### src/pkg/stq_pkg.sv
// Constants, modes and configuration carrier of the scope trigger qualifier.
// Assumes a single 250 MHz sampling clock; all times become cycle counts here.
package stq_pkg;

    // ------------------------------------------------------------------
    // Channels and widths
    // ------------------------------------------------------------------
    localparam int NCH      = 4;
    localparam int LIM_W    = 26;   // Duration limits, up to 40,000,000 cycles
    localparam int HO_W     = 27;   // Holdoff time, up to 80,000,000 cycles
    localparam int CNT_W    = 24;   // Event and edge counts, up to 16,000,000
    localparam int TS_W     = 40;   // Free running timestamp
    localparam int IDX_W    = 10;   // Record index
    localparam int REC_LEN_DEF = 1024;

    // ------------------------------------------------------------------
    // Clock and times
    // ------------------------------------------------------------------
    localparam int CLK_PERIOD_NS = 4;
    localparam int CLK_PERIOD_PS = 4000;
    localparam int TQ_MIN_NS     = 20;
    localparam int TQ_MAX_NS     = 160_000_000;
    localparam int HO_MIN_NS     = 40;
    localparam int HO_MAX_NS     = 320_000_000;
    localparam int DLY_HO_NS     = 40;
    localparam int GLITCH_MIN_PS = 1500;
    localparam int RECOVER_MAX_NS = 12;

    // Least times round up, longest round down
    localparam int TQ_MIN_CYC     = (TQ_MIN_NS + CLK_PERIOD_NS - 1) / CLK_PERIOD_NS;
    localparam int TQ_MAX_CYC     = TQ_MAX_NS / CLK_PERIOD_NS;
    localparam int HO_MIN_CYC     = (HO_MIN_NS + CLK_PERIOD_NS - 1) / CLK_PERIOD_NS;
    localparam int HO_MAX_CYC     = HO_MAX_NS / CLK_PERIOD_NS;
    localparam int DLY_HO_CYC     = (DLY_HO_NS + CLK_PERIOD_NS - 1) / CLK_PERIOD_NS;
    localparam int GLITCH_MIN_CYC = (GLITCH_MIN_PS + CLK_PERIOD_PS - 1) / CLK_PERIOD_PS;
    localparam int RECOVER_MAX_CYC = (RECOVER_MAX_NS / CLK_PERIOD_NS < 1) ? 1 : RECOVER_MAX_NS / CLK_PERIOD_NS;

    // ------------------------------------------------------------------
    // Counts
    // ------------------------------------------------------------------
    localparam int EVT_MIN = 2;
    localparam int EVT_MAX = 16_000_000;
    localparam int DLY_MIN = 1;
    localparam int DLY_MAX = 16_000_000;

    // ------------------------------------------------------------------
    // Reset values
    // ------------------------------------------------------------------
    localparam logic [TS_W-1:0]  TS_RST  = 40'h00_0000_0000;
    localparam logic [LIM_W-1:0] DUR_RST = 26'h000_0000;
    localparam logic [HO_W-1:0]  HO_RST  = 27'h000_0000;
    localparam logic [CNT_W-1:0] CNT_RST = 24'h00_0000;

    // ------------------------------------------------------------------
    // Enumerations
    // ------------------------------------------------------------------
    typedef enum logic [2:0] {
        MODE_EDGE    = 3'b000,
        MODE_PATTERN = 3'b001,
        MODE_TIMEQ   = 3'b010,
        MODE_STATE   = 3'b011,
        MODE_DELAYED = 3'b100
    } stq_mode_t;

    typedef enum logic [1:0] {
        QUAL_EDGE    = 2'b00,
        QUAL_PATTERN = 2'b01,
        QUAL_TIMEQ   = 2'b10,
        QUAL_STATE   = 2'b11
    } stq_qual_t;

    typedef enum logic [1:0] {
        TQ_SHORTER = 2'b00,
        TQ_LONGER  = 2'b01,
        TQ_RANGE   = 2'b10
    } stq_tq_t;

    typedef enum logic [1:0] {
        REF_LEFT   = 2'b00,
        REF_CENTRE = 2'b01,
        REF_RIGHT  = 2'b10
    } stq_ref_t;

    typedef enum logic [1:0] {
        DS_ARM   = 2'b00,
        DS_COUNT = 2'b01,
        DS_FIRE  = 2'b10
    } stq_dstate_t;

    // ------------------------------------------------------------------
    // Configuration carrier
    // ------------------------------------------------------------------
    typedef struct packed {
        stq_mode_t         mode;
        logic [1:0]        edge_src;
        logic              edge_fall;
        logic [NCH-1:0]    pat_want;     // Wanted level per input
        logic [NCH-1:0]    pat_care;     // Zero means ignored
        logic              pat_exit;     // Fire on exit instead of entry
        stq_tq_t           tq_sel;
        logic [LIM_W-1:0]  tq_lim1;      // Cycles
        logic [LIM_W-1:0]  tq_lim2;      // Cycles
        logic [1:0]        st_clk_src;
        logic              st_clk_fall;
        logic              st_on_false;
        stq_qual_t         arm_sel;
        logic [1:0]        dly_src;
        logic              dly_fall;
        logic [CNT_W-1:0]  dly_count;
        logic [1:0]        trg_src;
        logic              trg_fall;
        logic              ho_by_events;
        logic [HO_W-1:0]   ho_time;      // Cycles
        logic [CNT_W-1:0]  ho_events;
        stq_ref_t          ref_loc;
        logic [31:0]       ref_delay;    // Signed cycles
    } stq_cfg_t;

endpackage : stq_pkg

### src/design/stq_sync.sv
// Two flop synchroniser with edge detection for the comparator inputs.
// Assumes asynchronous inputs; edges appear in the same cycle as the level change.
`timescale 1ns/10ps
module stq_sync #(
    parameter int W = 4
) (
    input  wire logic         i_sys_clk,
    input  wire logic         i_rst,
    input  wire logic [W-1:0] i_async,
    output logic      [W-1:0] o_level,
    output logic      [W-1:0] o_rise,
    output logic      [W-1:0] o_fall
);

    logic [W-1:0] meta_r;
    logic [W-1:0] sync_r;
    logic [W-1:0] prev_r;

    // Synchroniser chain; only sync_r reads meta_r
    always_ff @(posedge i_sys_clk) begin
        if (i_rst) begin
            meta_r <= '0;
            sync_r <= '0;
            prev_r <= '0;
        end else begin
            meta_r <= i_async;
            sync_r <= meta_r;
            prev_r <= sync_r;
        end
    end

    // Level and edges from the settled copies
    assign o_level = sync_r;
    assign o_rise  = sync_r & ~prev_r;
    assign o_fall  = ~sync_r & prev_r;

endmodule : stq_sync

### src/design/stq_top.sv
// Trigger qualifier: edge, pattern, time-qualified, state and event-delayed modes,
// holdoff and reference point placement.
// Assumes comparator outputs arrive asynchronously and settings are held steady
// by the control logic on i_sys_clk.
//
// Function
// - Edge mode fires on chosen edge of one input.
// - Pattern: high, low or ignored per input.
// - Pattern fires on entry or on exit.
// - Timed pattern fires on exit if shorter, longer or in range.
// - Duration limits programmable from 20 ns to 160 ms.
// - Duration filter rearms within 12 ns.
// - Shorter-than needs the pattern present for at least one cycle.
// - Glitch capture down to 1.5 ns via shorter-than.
// - State: chosen input clocks three-input pattern of the others, true or false.
// - Delayed mode first arms on a chosen qualifier.
// - Armed: count delay edges, fire on next chosen edge.
// - Delay counter keeps up with 70 MHz edges.
// - Reference equals trigger time plus delay; left, centre or right.
// - Holdoff after trigger by time 40 ns-320 ms or 2-16M events; fixed 40 ns time in delayed mode.
`timescale 1ns/10ps
module stq_top
    import stq_pkg::*;
#(
    parameter int REC_LEN     = REC_LEN_DEF,
    parameter int LIM_MAX_CYC = TQ_MAX_CYC,
    parameter int HOT_MAX_CYC = HO_MAX_CYC,
    parameter int EVT_MAX_CNT = EVT_MAX,
    parameter int DLY_MAX_CNT = DLY_MAX
) (
    input  wire logic             i_sys_clk,
    input  wire logic             i_rst,
    input  wire logic [NCH-1:0]   i_comp,
    input  wire stq_cfg_t         i_cfg,
    output logic                  o_trig,
    output logic [TS_W-1:0]       o_trig_time,
    output logic [TS_W-1:0]       o_ref_time,
    output logic [IDX_W-1:0]      o_ref_idx,
    output logic                  o_holdoff,
    output logic [1:0]            o_dly_state,
    output logic                  o_pat_true
);

    // ------------------------------------------------------------------
    // Helper functions
    // ------------------------------------------------------------------

    // Selected edge of one input
    function automatic logic edge_of(input logic [1:0] src, input logic fall,
                                     input logic [NCH-1:0] rise_v, input logic [NCH-1:0] fall_v);
        edge_of = fall ? fall_v[src] : rise_v[src];
    endfunction : edge_of

    // Pattern match: ignored inputs always match
    function automatic logic pat_match(input logic [NCH-1:0] lvl, input logic [NCH-1:0] want,
                                       input logic [NCH-1:0] care);
        pat_match = &(~care | ~(lvl ^ want));
    endfunction : pat_match

    // Clamp into legal span
    function automatic logic [31:0] clamp32(input logic [31:0] v, input logic [31:0] lo,
                                            input logic [31:0] hi);
        if (v < lo) begin
            clamp32 = lo;
        end else if (v > hi) begin
            clamp32 = hi;
        end else begin
            clamp32 = v;
        end
    endfunction : clamp32

    // ------------------------------------------------------------------
    // Input synchronisation
    // ------------------------------------------------------------------
    logic [NCH-1:0] lvl;
    logic [NCH-1:0] rise;
    logic [NCH-1:0] fall;

    stq_sync #(
        .W (NCH)
    ) u_sync (
        .i_sys_clk (i_sys_clk),
        .i_rst     (i_rst),
        .i_async   (i_comp),
        .o_level   (lvl),
        .o_rise    (rise),
        .o_fall    (fall)
    );

    // ------------------------------------------------------------------
    // Clamped settings
    // ------------------------------------------------------------------
    logic [31:0]      lim1_w;
    logic [31:0]      lim2_w;
    logic [31:0]      hot_w;
    logic [31:0]      hoe_w;
    logic [31:0]      dly_w;
    logic [LIM_W-1:0] lim1;
    logic [LIM_W-1:0] lim2;
    logic [HO_W-1:0]  ho_cyc;
    logic [CNT_W-1:0] ho_evt;
    logic [CNT_W-1:0] dly_cnt;

    // limits held inside 20 ns to 160 ms
    assign lim1_w = clamp32({6'h00, i_cfg.tq_lim1}, 32'(TQ_MIN_CYC), 32'(LIM_MAX_CYC));
    assign lim2_w = clamp32({6'h00, i_cfg.tq_lim2}, 32'(TQ_MIN_CYC), 32'(LIM_MAX_CYC));
    assign lim1   = lim1_w[LIM_W-1:0];
    assign lim2   = lim2_w[LIM_W-1:0];
    assign hot_w  = clamp32({5'h00, i_cfg.ho_time}, 32'(HO_MIN_CYC), 32'(HOT_MAX_CYC));
    assign hoe_w  = clamp32({8'h00, i_cfg.ho_events}, 32'(EVT_MIN), 32'(EVT_MAX_CNT));
    assign ho_cyc = (i_cfg.mode == MODE_DELAYED) ? HO_W'(DLY_HO_CYC) : hot_w[HO_W-1:0];
    assign ho_evt = hoe_w[CNT_W-1:0];
    // occurrence count from one to sixteen million
    assign dly_w   = clamp32({8'h00, i_cfg.dly_count}, 32'(DLY_MIN), 32'(DLY_MAX_CNT));
    assign dly_cnt = dly_w[CNT_W-1:0];

    // ------------------------------------------------------------------
    // Pattern tracking and duration filter
    // ------------------------------------------------------------------
    logic             pat_now;
    logic             pat_prev_r;
    logic             pat_enter;
    logic             pat_exit;
    logic [LIM_W-1:0] dur_r;
    logic [LIM_W-1:0] dur_nxt;
    logic             tq_ok;

    assign pat_now   = pat_match(lvl, i_cfg.pat_want, i_cfg.pat_care);
    assign pat_enter = pat_now & ~pat_prev_r;
    assign pat_exit  = ~pat_now & pat_prev_r;

    // Previous pattern state for entry and exit edges
    always_ff @(posedge i_sys_clk) begin
        if (i_rst) begin
            pat_prev_r <= 1'b0;
        end else begin
            pat_prev_r <= pat_now;
        end
    end

    // restart timing at once on each new entry
    always_comb begin
        dur_nxt = dur_r;
        if (pat_enter) begin
            dur_nxt = LIM_W'(1);
        end else if (pat_now && (dur_r != {LIM_W{1'b1}})) begin
            dur_nxt = dur_r + LIM_W'(1);
        end
    end

    always_ff @(posedge i_sys_clk) begin
        if (i_rst) begin
            dur_r <= DUR_RST;
        end else begin
            dur_r <= dur_nxt;
        end
    end

    always_comb begin
        case (i_cfg.tq_sel)
            // shorter mode needs a minimum presence
            TQ_SHORTER: tq_ok = (dur_r < lim1) && (dur_r >= LIM_W'(GLITCH_MIN_CYC));
            TQ_LONGER:  tq_ok = (dur_r > lim1);
            TQ_RANGE:   tq_ok = (dur_r > lim1) && (dur_r < lim2);
            default:    tq_ok = 1'b0;
        endcase
    end

    // ------------------------------------------------------------------
    // Qualifier conditions
    // ------------------------------------------------------------------
    logic           q_edge;
    logic           q_pat;
    logic           q_tq;
    logic           q_state;
    logic [NCH-1:0] st_care;
    logic           cond_now;
    logic           arm_cond;

    // edge on selected source and polarity
    assign q_edge  = edge_of(i_cfg.edge_src, i_cfg.edge_fall, rise, fall);
    assign q_pat   = i_cfg.pat_exit ? pat_exit : pat_enter;
    // glitch capture uses the shorter-than exit
    assign q_tq    = pat_exit & tq_ok;
    // clock input dropped from the pattern
    assign st_care = i_cfg.pat_care & ~(NCH'(1) << i_cfg.st_clk_src);
    assign q_state = edge_of(i_cfg.st_clk_src, i_cfg.st_clk_fall, rise, fall)
                   & (pat_match(lvl, i_cfg.pat_want, st_care) ^ i_cfg.st_on_false);

    // Condition of the plain modes
    always_comb begin
        case (i_cfg.mode)
            MODE_EDGE:    cond_now = q_edge;
            MODE_PATTERN: cond_now = q_pat;
            MODE_TIMEQ:   cond_now = q_tq;
            MODE_STATE:   cond_now = q_state;
            default:      cond_now = 1'b0;
        endcase
    end

    always_comb begin
        case (i_cfg.arm_sel)
            QUAL_EDGE:    arm_cond = q_edge;
            QUAL_PATTERN: arm_cond = q_pat;
            QUAL_TIMEQ:   arm_cond = q_tq;
            QUAL_STATE:   arm_cond = q_state;
            default:      arm_cond = 1'b0;
        endcase
    end

    // ------------------------------------------------------------------
    // Event-delayed sequencer
    // ------------------------------------------------------------------
    stq_dstate_t      dstate_r;
    logic [CNT_W-1:0] dcnt_r;
    logic             dly_edge;
    logic             trg_edge;
    logic             dly_fire;
    logic             ho_busy_r;

    assign dly_edge = edge_of(i_cfg.dly_src, i_cfg.dly_fall, rise, fall);
    assign trg_edge = edge_of(i_cfg.trg_src, i_cfg.trg_fall, rise, fall);
    assign dly_fire = (dstate_r == DS_FIRE) && trg_edge;

    // arm, count delay edges, then wait for the trigger edge
    always_ff @(posedge i_sys_clk) begin
        if (i_rst || (i_cfg.mode != MODE_DELAYED)) begin
            dstate_r <= DS_ARM;
            dcnt_r   <= CNT_RST;
        end else begin
            case (dstate_r)
                DS_ARM: begin
                    if (!ho_busy_r && arm_cond) begin
                        dstate_r <= DS_COUNT;
                        dcnt_r   <= CNT_RST;
                    end
                end
                DS_COUNT: begin
                    // one edge per cycle counted without loss
                    if (dly_edge) begin
                        if (dcnt_r + CNT_W'(1) >= dly_cnt) begin
                            dstate_r <= DS_FIRE;
                        end
                        dcnt_r <= dcnt_r + CNT_W'(1);
                    end
                end
                DS_FIRE: begin
                    if (trg_edge) begin
                        dstate_r <= DS_ARM;
                    end
                end
                default: begin
                    dstate_r <= DS_ARM;
                end
            endcase
        end
    end

    // ------------------------------------------------------------------
    // Holdoff and trigger
    // ------------------------------------------------------------------
    logic             cand;
    logic             fire;
    logic [HO_W-1:0]  ho_tcnt_r;
    logic [CNT_W-1:0] ho_ecnt_r;
    logic             ev_mode;

    assign cand    = (i_cfg.mode == MODE_DELAYED) ? dly_fire : cond_now;
    assign fire    = cand && !ho_busy_r;
    assign ev_mode = i_cfg.ho_by_events && (i_cfg.mode != MODE_DELAYED);

    always_ff @(posedge i_sys_clk) begin
        if (i_rst) begin
            ho_busy_r <= 1'b0;
            ho_tcnt_r <= HO_RST;
            ho_ecnt_r <= CNT_RST;
        end else if (fire) begin
            ho_busy_r <= 1'b1;
            ho_tcnt_r <= ho_cyc - HO_W'(1);
            ho_ecnt_r <= ho_evt - CNT_W'(1);
        end else if (ho_busy_r) begin
            if (ev_mode) begin
                if (cand) begin
                    ho_ecnt_r <= ho_ecnt_r - CNT_W'(1);
                    ho_busy_r <= (ho_ecnt_r > CNT_W'(1));
                end
            end else begin
                ho_tcnt_r <= ho_tcnt_r - HO_W'(1);
                ho_busy_r <= (ho_tcnt_r > HO_W'(1));
            end
        end
    end

    // Free running timestamp
    logic [TS_W-1:0] ts_r;

    always_ff @(posedge i_sys_clk) begin
        if (i_rst) begin
            ts_r <= TS_RST;
        end else begin
            ts_r <= ts_r + TS_W'(1);
        end
    end

    always_ff @(posedge i_sys_clk) begin
        if (i_rst) begin
            o_trig <= 1'b0;
        end else begin
            o_trig <= fire;
        end
    end

    always_ff @(posedge i_sys_clk) begin
        if (i_rst) begin
            o_trig_time <= TS_RST;
            o_ref_time  <= TS_RST;
            o_ref_idx   <= '0;
        end else if (fire) begin
            o_trig_time <= ts_r;
            o_ref_time  <= ts_r + TS_W'(signed'(i_cfg.ref_delay));
            case (i_cfg.ref_loc)
                REF_LEFT:   o_ref_idx <= '0;
                REF_CENTRE: o_ref_idx <= IDX_W'(REC_LEN / 2);
                REF_RIGHT:  o_ref_idx <= IDX_W'(REC_LEN - 1);
                default:    o_ref_idx <= '0;
            endcase
        end
    end

    // Status outputs
    always_ff @(posedge i_sys_clk) begin
        if (i_rst) begin
            o_holdoff   <= 1'b0;
            o_dly_state <= DS_ARM;
            o_pat_true  <= 1'b0;
        end else begin
            o_holdoff   <= ho_busy_r;
            o_dly_state <= dstate_r;
            o_pat_true  <= pat_now;
        end
    end

endmodule : stq_top

### config.mk
export PLATFORM = sky130hd
export DESIGN_NAME = stq_top
export DESIGN_NICKNAME = d
export VERILOG_FILES = /design/src/pkg/stq_pkg.sv /design/src/design/stq_sync.sv /design/src/design/stq_top.sv
export SDC_FILE = /design/constraint.sdc
export NUM_CORES = 1
export LEC_CHECK = 0
export ABC_CLOCK_PERIOD_IN_PS = 4200
export BUFFER_PORTS_ARGS = -buffer_cell sky130_fd_sc_hd__clkbuf_2
export CORE_MARGIN = 2
export CORE_UTILIZATION = 52
export DETAILED_ROUTE_END_ITERATION = 8
export HOLD_SLACK_MARGIN = 0.08
export PLACE_DENSITY = 0.78
export SYNTH_ARGS = -nofsm -noshare
export SYNTH_HDL_FRONTEND = slang
export SYNTH_SLANG_ARGS = --single-unit
### constraint.sdc
create_clock -name i_sys_clk -period 4.2 [get_ports i_sys_clk]
set_input_delay 0.42 -clock i_sys_clk [delete_from_list [all_inputs] [get_ports i_sys_clk]]
set_output_delay 0.42 -clock i_sys_clk [all_outputs]
set_load 0.05 [all_outputs]
==> out/results.txt <==
The flow ran to the end, and the final reports show no timing, DRC or antenna violations. The worst ir drop on vdd is 0.327 mV. STA puts the critical path data required time at 4.67 ns.

The cell area power density is 305 mW/mm2. The library cell used as clock root buffer is sky130_fd_sc_hd__clkbuf_16. For the placeable core area, the log shows 0.0317 mm2.

Once layout is complete, the cells apart from fillers number 2952. For this run, the leading register cell type out of synthesis is sky130_fd_sc_hd__dfxtp_1. The logs give 90 for the count of different cell masters after synthesis and 49600 um for the wire length after detailed routing. The detailed-route via count came out at 17700. The async set-reset flop share out of synthesis came out at 0%. Entering global routing, the biggest net connects 96 pins. After legalization and detailed placement, the total HPWL measured 37400 um. The clock arrives with 0.0225 ns of skew.

The number of sinks driven by the clock tree was 243; the final setup violation count was 0. Type of the worst min-delay path: primary input to register. The overall die height works out to 184 um. The Yosys step of the flow raised 0 warnings. Synthesis produced a netlist whose cell count is 2164.

For the area used by sequential logic in the layout, the log shows 0.00486 mm2. For the worst-skew pair, the clock arrives at the later sink with an insertion delay of 0.56 ns. Counting I/O delays and the setup requirement, the final critical path takes 4.10 ns.

The setup path with the least slack is of type primary input to register. The number of placed instances, taps included, is 2888. The worst pin sits at a relative slew slack of 31.8%.

The post-synth design cell area is 0.0168 mm2. At the placement stage, the worst setup path has a slack of -0.777 ns. No sink is reached through more buffers than the 3 on the longest clock path. The transition time at the pin with the least slew margin came out at 1.02 ns.

The count of pins over their slew limit came out at 0. The critical path startpoint category is a primary input. Global routing consumed, over all layers together, 28.1% of the routing resources. By area the synthesized netlist is led by sky130_fd_sc_hd__dfxtp_1, sky130_fd_sc_hd__ha_1, sky130_fd_sc_hd__nor2_1. The run gives 1 as the CTS H-tree depth.

The endpoint kind of the worst setup timing path was a register. The tools report the net count after synthesis as 2488. The synthesized design spends more area on one cell type than any other, namely sky130_fd_sc_hd__dfxtp_1. The die covers 0.0338 mm2. The layout overhead on the synthesized area works out to 22.3%. The floorplan has 65 rows. After global routing the overflow that remains totals 0. In the final layout, the share of cells above drive strength 1 is 20.8%. Clock-pin slew on the worst setup and hold paths: 0.07 ns. The tools report the remaining number of nets flagged by the antenna check after routing as 0.

In the routed layout, each cell is associated on average with a via count of 5.98. The number of top-level pins was 292; the period utilization was 97.6%. The number of buffers added by the clock tree synthesis step came out at 28. The analysis attributes to cell leakage a power of 9.20 nW. The starting density of the core is 53.1%, and the number of flops mapped to enable cells by yosys is 0. Across all setup checks in the final design, the least slack found is 0.0988 ns. A synthesized cell averages 7.78 um2. The floorplan step set the die width to 184 um. For the achievable clock frequency, the log shows 244 MHz. For this block, the initial DRC count from the detailed router was 1187. For the initial antenna violation count, the log shows 2.

For the count of unresolved DRC violations after routing, the log shows 0. The tools report the hold violation count in the final report as 0. The filler cells instantiated in the layout total 2731. Total area of multi-input combinational cells: 0.0115 mm2. The run gives 0.0995 ns as the worst hold slack across all endpoints. Proportion of netlist area held by the largest area contributor: 28.9%. The weighted congestion reported at the end of routability-driven placement came out at 0.956. The worst register-to-register path has a setup slack of 0.46 ns.

STA puts the critical path data arrival time at 4.57 ns. Per-cell routed wire length: 16.8 um. Of all nets on the critical path, the largest fanout is 33. The number of global-route vias before repair was 16800. The global-route wire length before repair is 79800 um, and the portion of the post-synthesis area used by sequential elements is 28.9%. TritonCTS built the clock tree.

The number of nets in the layout is 2850, and the number of buffer cells added on primary ports is 291. The tool flagged a number of max-cap violations equal to 0. Cells fill 64.9% of the core in the end.

Number of iterations in the first detailed-routing pass: 6. The register bit total from synthesis is 243.
[cell usage in the layout, fill, tap and decap left out, drive strengths merged, types with 25 or more instances in the layout]
cell	instances
buf	126
ha	126
nor3	62
a31oi	29
o21ai	117
dfxtp	243
inv	52
nand2	218
mux2i	51
a211oi	29
a21o	33
and3	25
clkbuf	324
xnor2	78
a21oi	162
nand4	40
nand3	91
nor2	303
xor2	71
nor4	49
nor2b	46
[where the power goes]
group / switching [mW] / internal, mW
Combinational: 0.780 / 0.514
Clock: 1.06 / 1.47
Sequential: 0.0721 / 2.38
[worst max-delay path, stage by stage]
cell and delay (ns):
sky130_fd_sc_hd__clkbuf_2 0.09, sky130_fd_sc_hd__or2_1 0.25, sky130_fd_sc_hd__or4_4 0.44, sky130_fd_sc_hd__nor2_4 0.11
sky130_fd_sc_hd__a21o_1 0.15, sky130_fd_sc_hd__buf_4 0.13, sky130_fd_sc_hd__buf_6 0.11, sky130_fd_sc_hd__nand2_1 0.07
sky130_fd_sc_hd__ha_1 0.31, sky130_fd_sc_hd__nand3_1 0.13, sky130_fd_sc_hd__a21boi_1 0.09, sky130_fd_sc_hd__a2111oi_2 0.32
sky130_fd_sc_hd__o211ai_1 0.13, sky130_fd_sc_hd__a221o_1 0.44, sky130_fd_sc_hd__o311ai_4 0.35, sky130_fd_sc_hd__a22oi_2 0.17
sky130_fd_sc_hd__buf_12 0.24, sky130_fd_sc_hd__a211oi_1 0.31, sky130_fd_sc_hd__a41oi_1 0.11, sky130_fd_sc_hd__o221ai_2 0.20
[state kept, by name (all words and copies together) (netlist names)]
signal / cells
dcnt_r: 24
dstate_r: 2
dur_r: 26
ho_busy_r: 1
ho_ecnt_r: 24
ho_tcnt_r: 27
o_dly_state: 2
o_holdoff: 1
o_pat_true: 1
o_ref_idx: 2
o_ref_time: 40
o_trig: 1
o_trig_time: 40
ts_r: 40
u_sync.meta_r: 4
u_sync.o_level: 4
u_sync.prev_r: 4
[worst paths after layout]
path | startpoint | to | cells after the start
worst min-delay path | i_comp[0] | u_sync.meta_r[0] | 2
worst min register to register | u_sync.meta_r[2] | u_sync.o_level[2] | 1
worst max-delay path | i_cfg[146] | ho_ecnt_r[7] | 20
worst max register to register | dcnt_r[0] | dstate_r[0] | 14
[synth_stat cells (all sizes together), types with 40 or more instances]
master and instances:
nor2 303, dfxtp 243, nand2 218, a21oi 162
ha 126, o21ai 117, nand3 91, xnor2 78
xor2 71, nor3 62, clkbuf 53, inv 51
mux2i 51, nor4 49, nor2b 46, nand4 40
[per-stage QoR]
step	cell area (um2)	power, mW	TNS, ns
finish	20600	6.28	0
global route	20600	6.54	-0.343
CTS	20400	6.27	0
detailed placement	19400	3.74	-80.70
global placement	19400	3.70	-67.78
floorplan	16900	3.30	0
[cell families after synthesis]
| group | after synthesis | synth area share (%) |
|---|---|---|
| buf+inv | 139 | 3.60 |
| xor+xnor | 149 | 7.75 |
| simple gates | 949 | 27.2 |
| mux | 62 | 4.37 |
| flops | 243 | 28.9 |
| fa+ha+maj | 127 | 9.48 |
| compound gates | 495 | 18.7 |
[metal layers]
metal  wire length (um)  vias up  track usage, %
met4               1540        2            10.5
met5                 13        -               0
met3               3480      116            4.52
met2              23600      686            48.1
li1                   -     8589               -
met1              21000     8269            35.7
[final cells by class]
type | instances | area share (%)
multi-input combinational | 1782 | 56.0
sequential | 243 | 23.6
timing repair buffer | 419 | 12.3
clock buffer | 34 | 3.66
tap | 402 | 2.44
clock inverter | 18 | 0.966
inverter | 52 | 0.948
antenna | 2 | 0.0243
[what timing repair did]
action / 4_1_cts / 5_1_grt
hold endpoints to repair: 4 / 0
pin swaps: 2 / 10
endpoints found under the setup margin: 25 / 149
hold buffers: 3 / 0
gates resized for setup: 4 / 38
buffers inserted: 1 / 6
(Power assumes the default switching activity.)
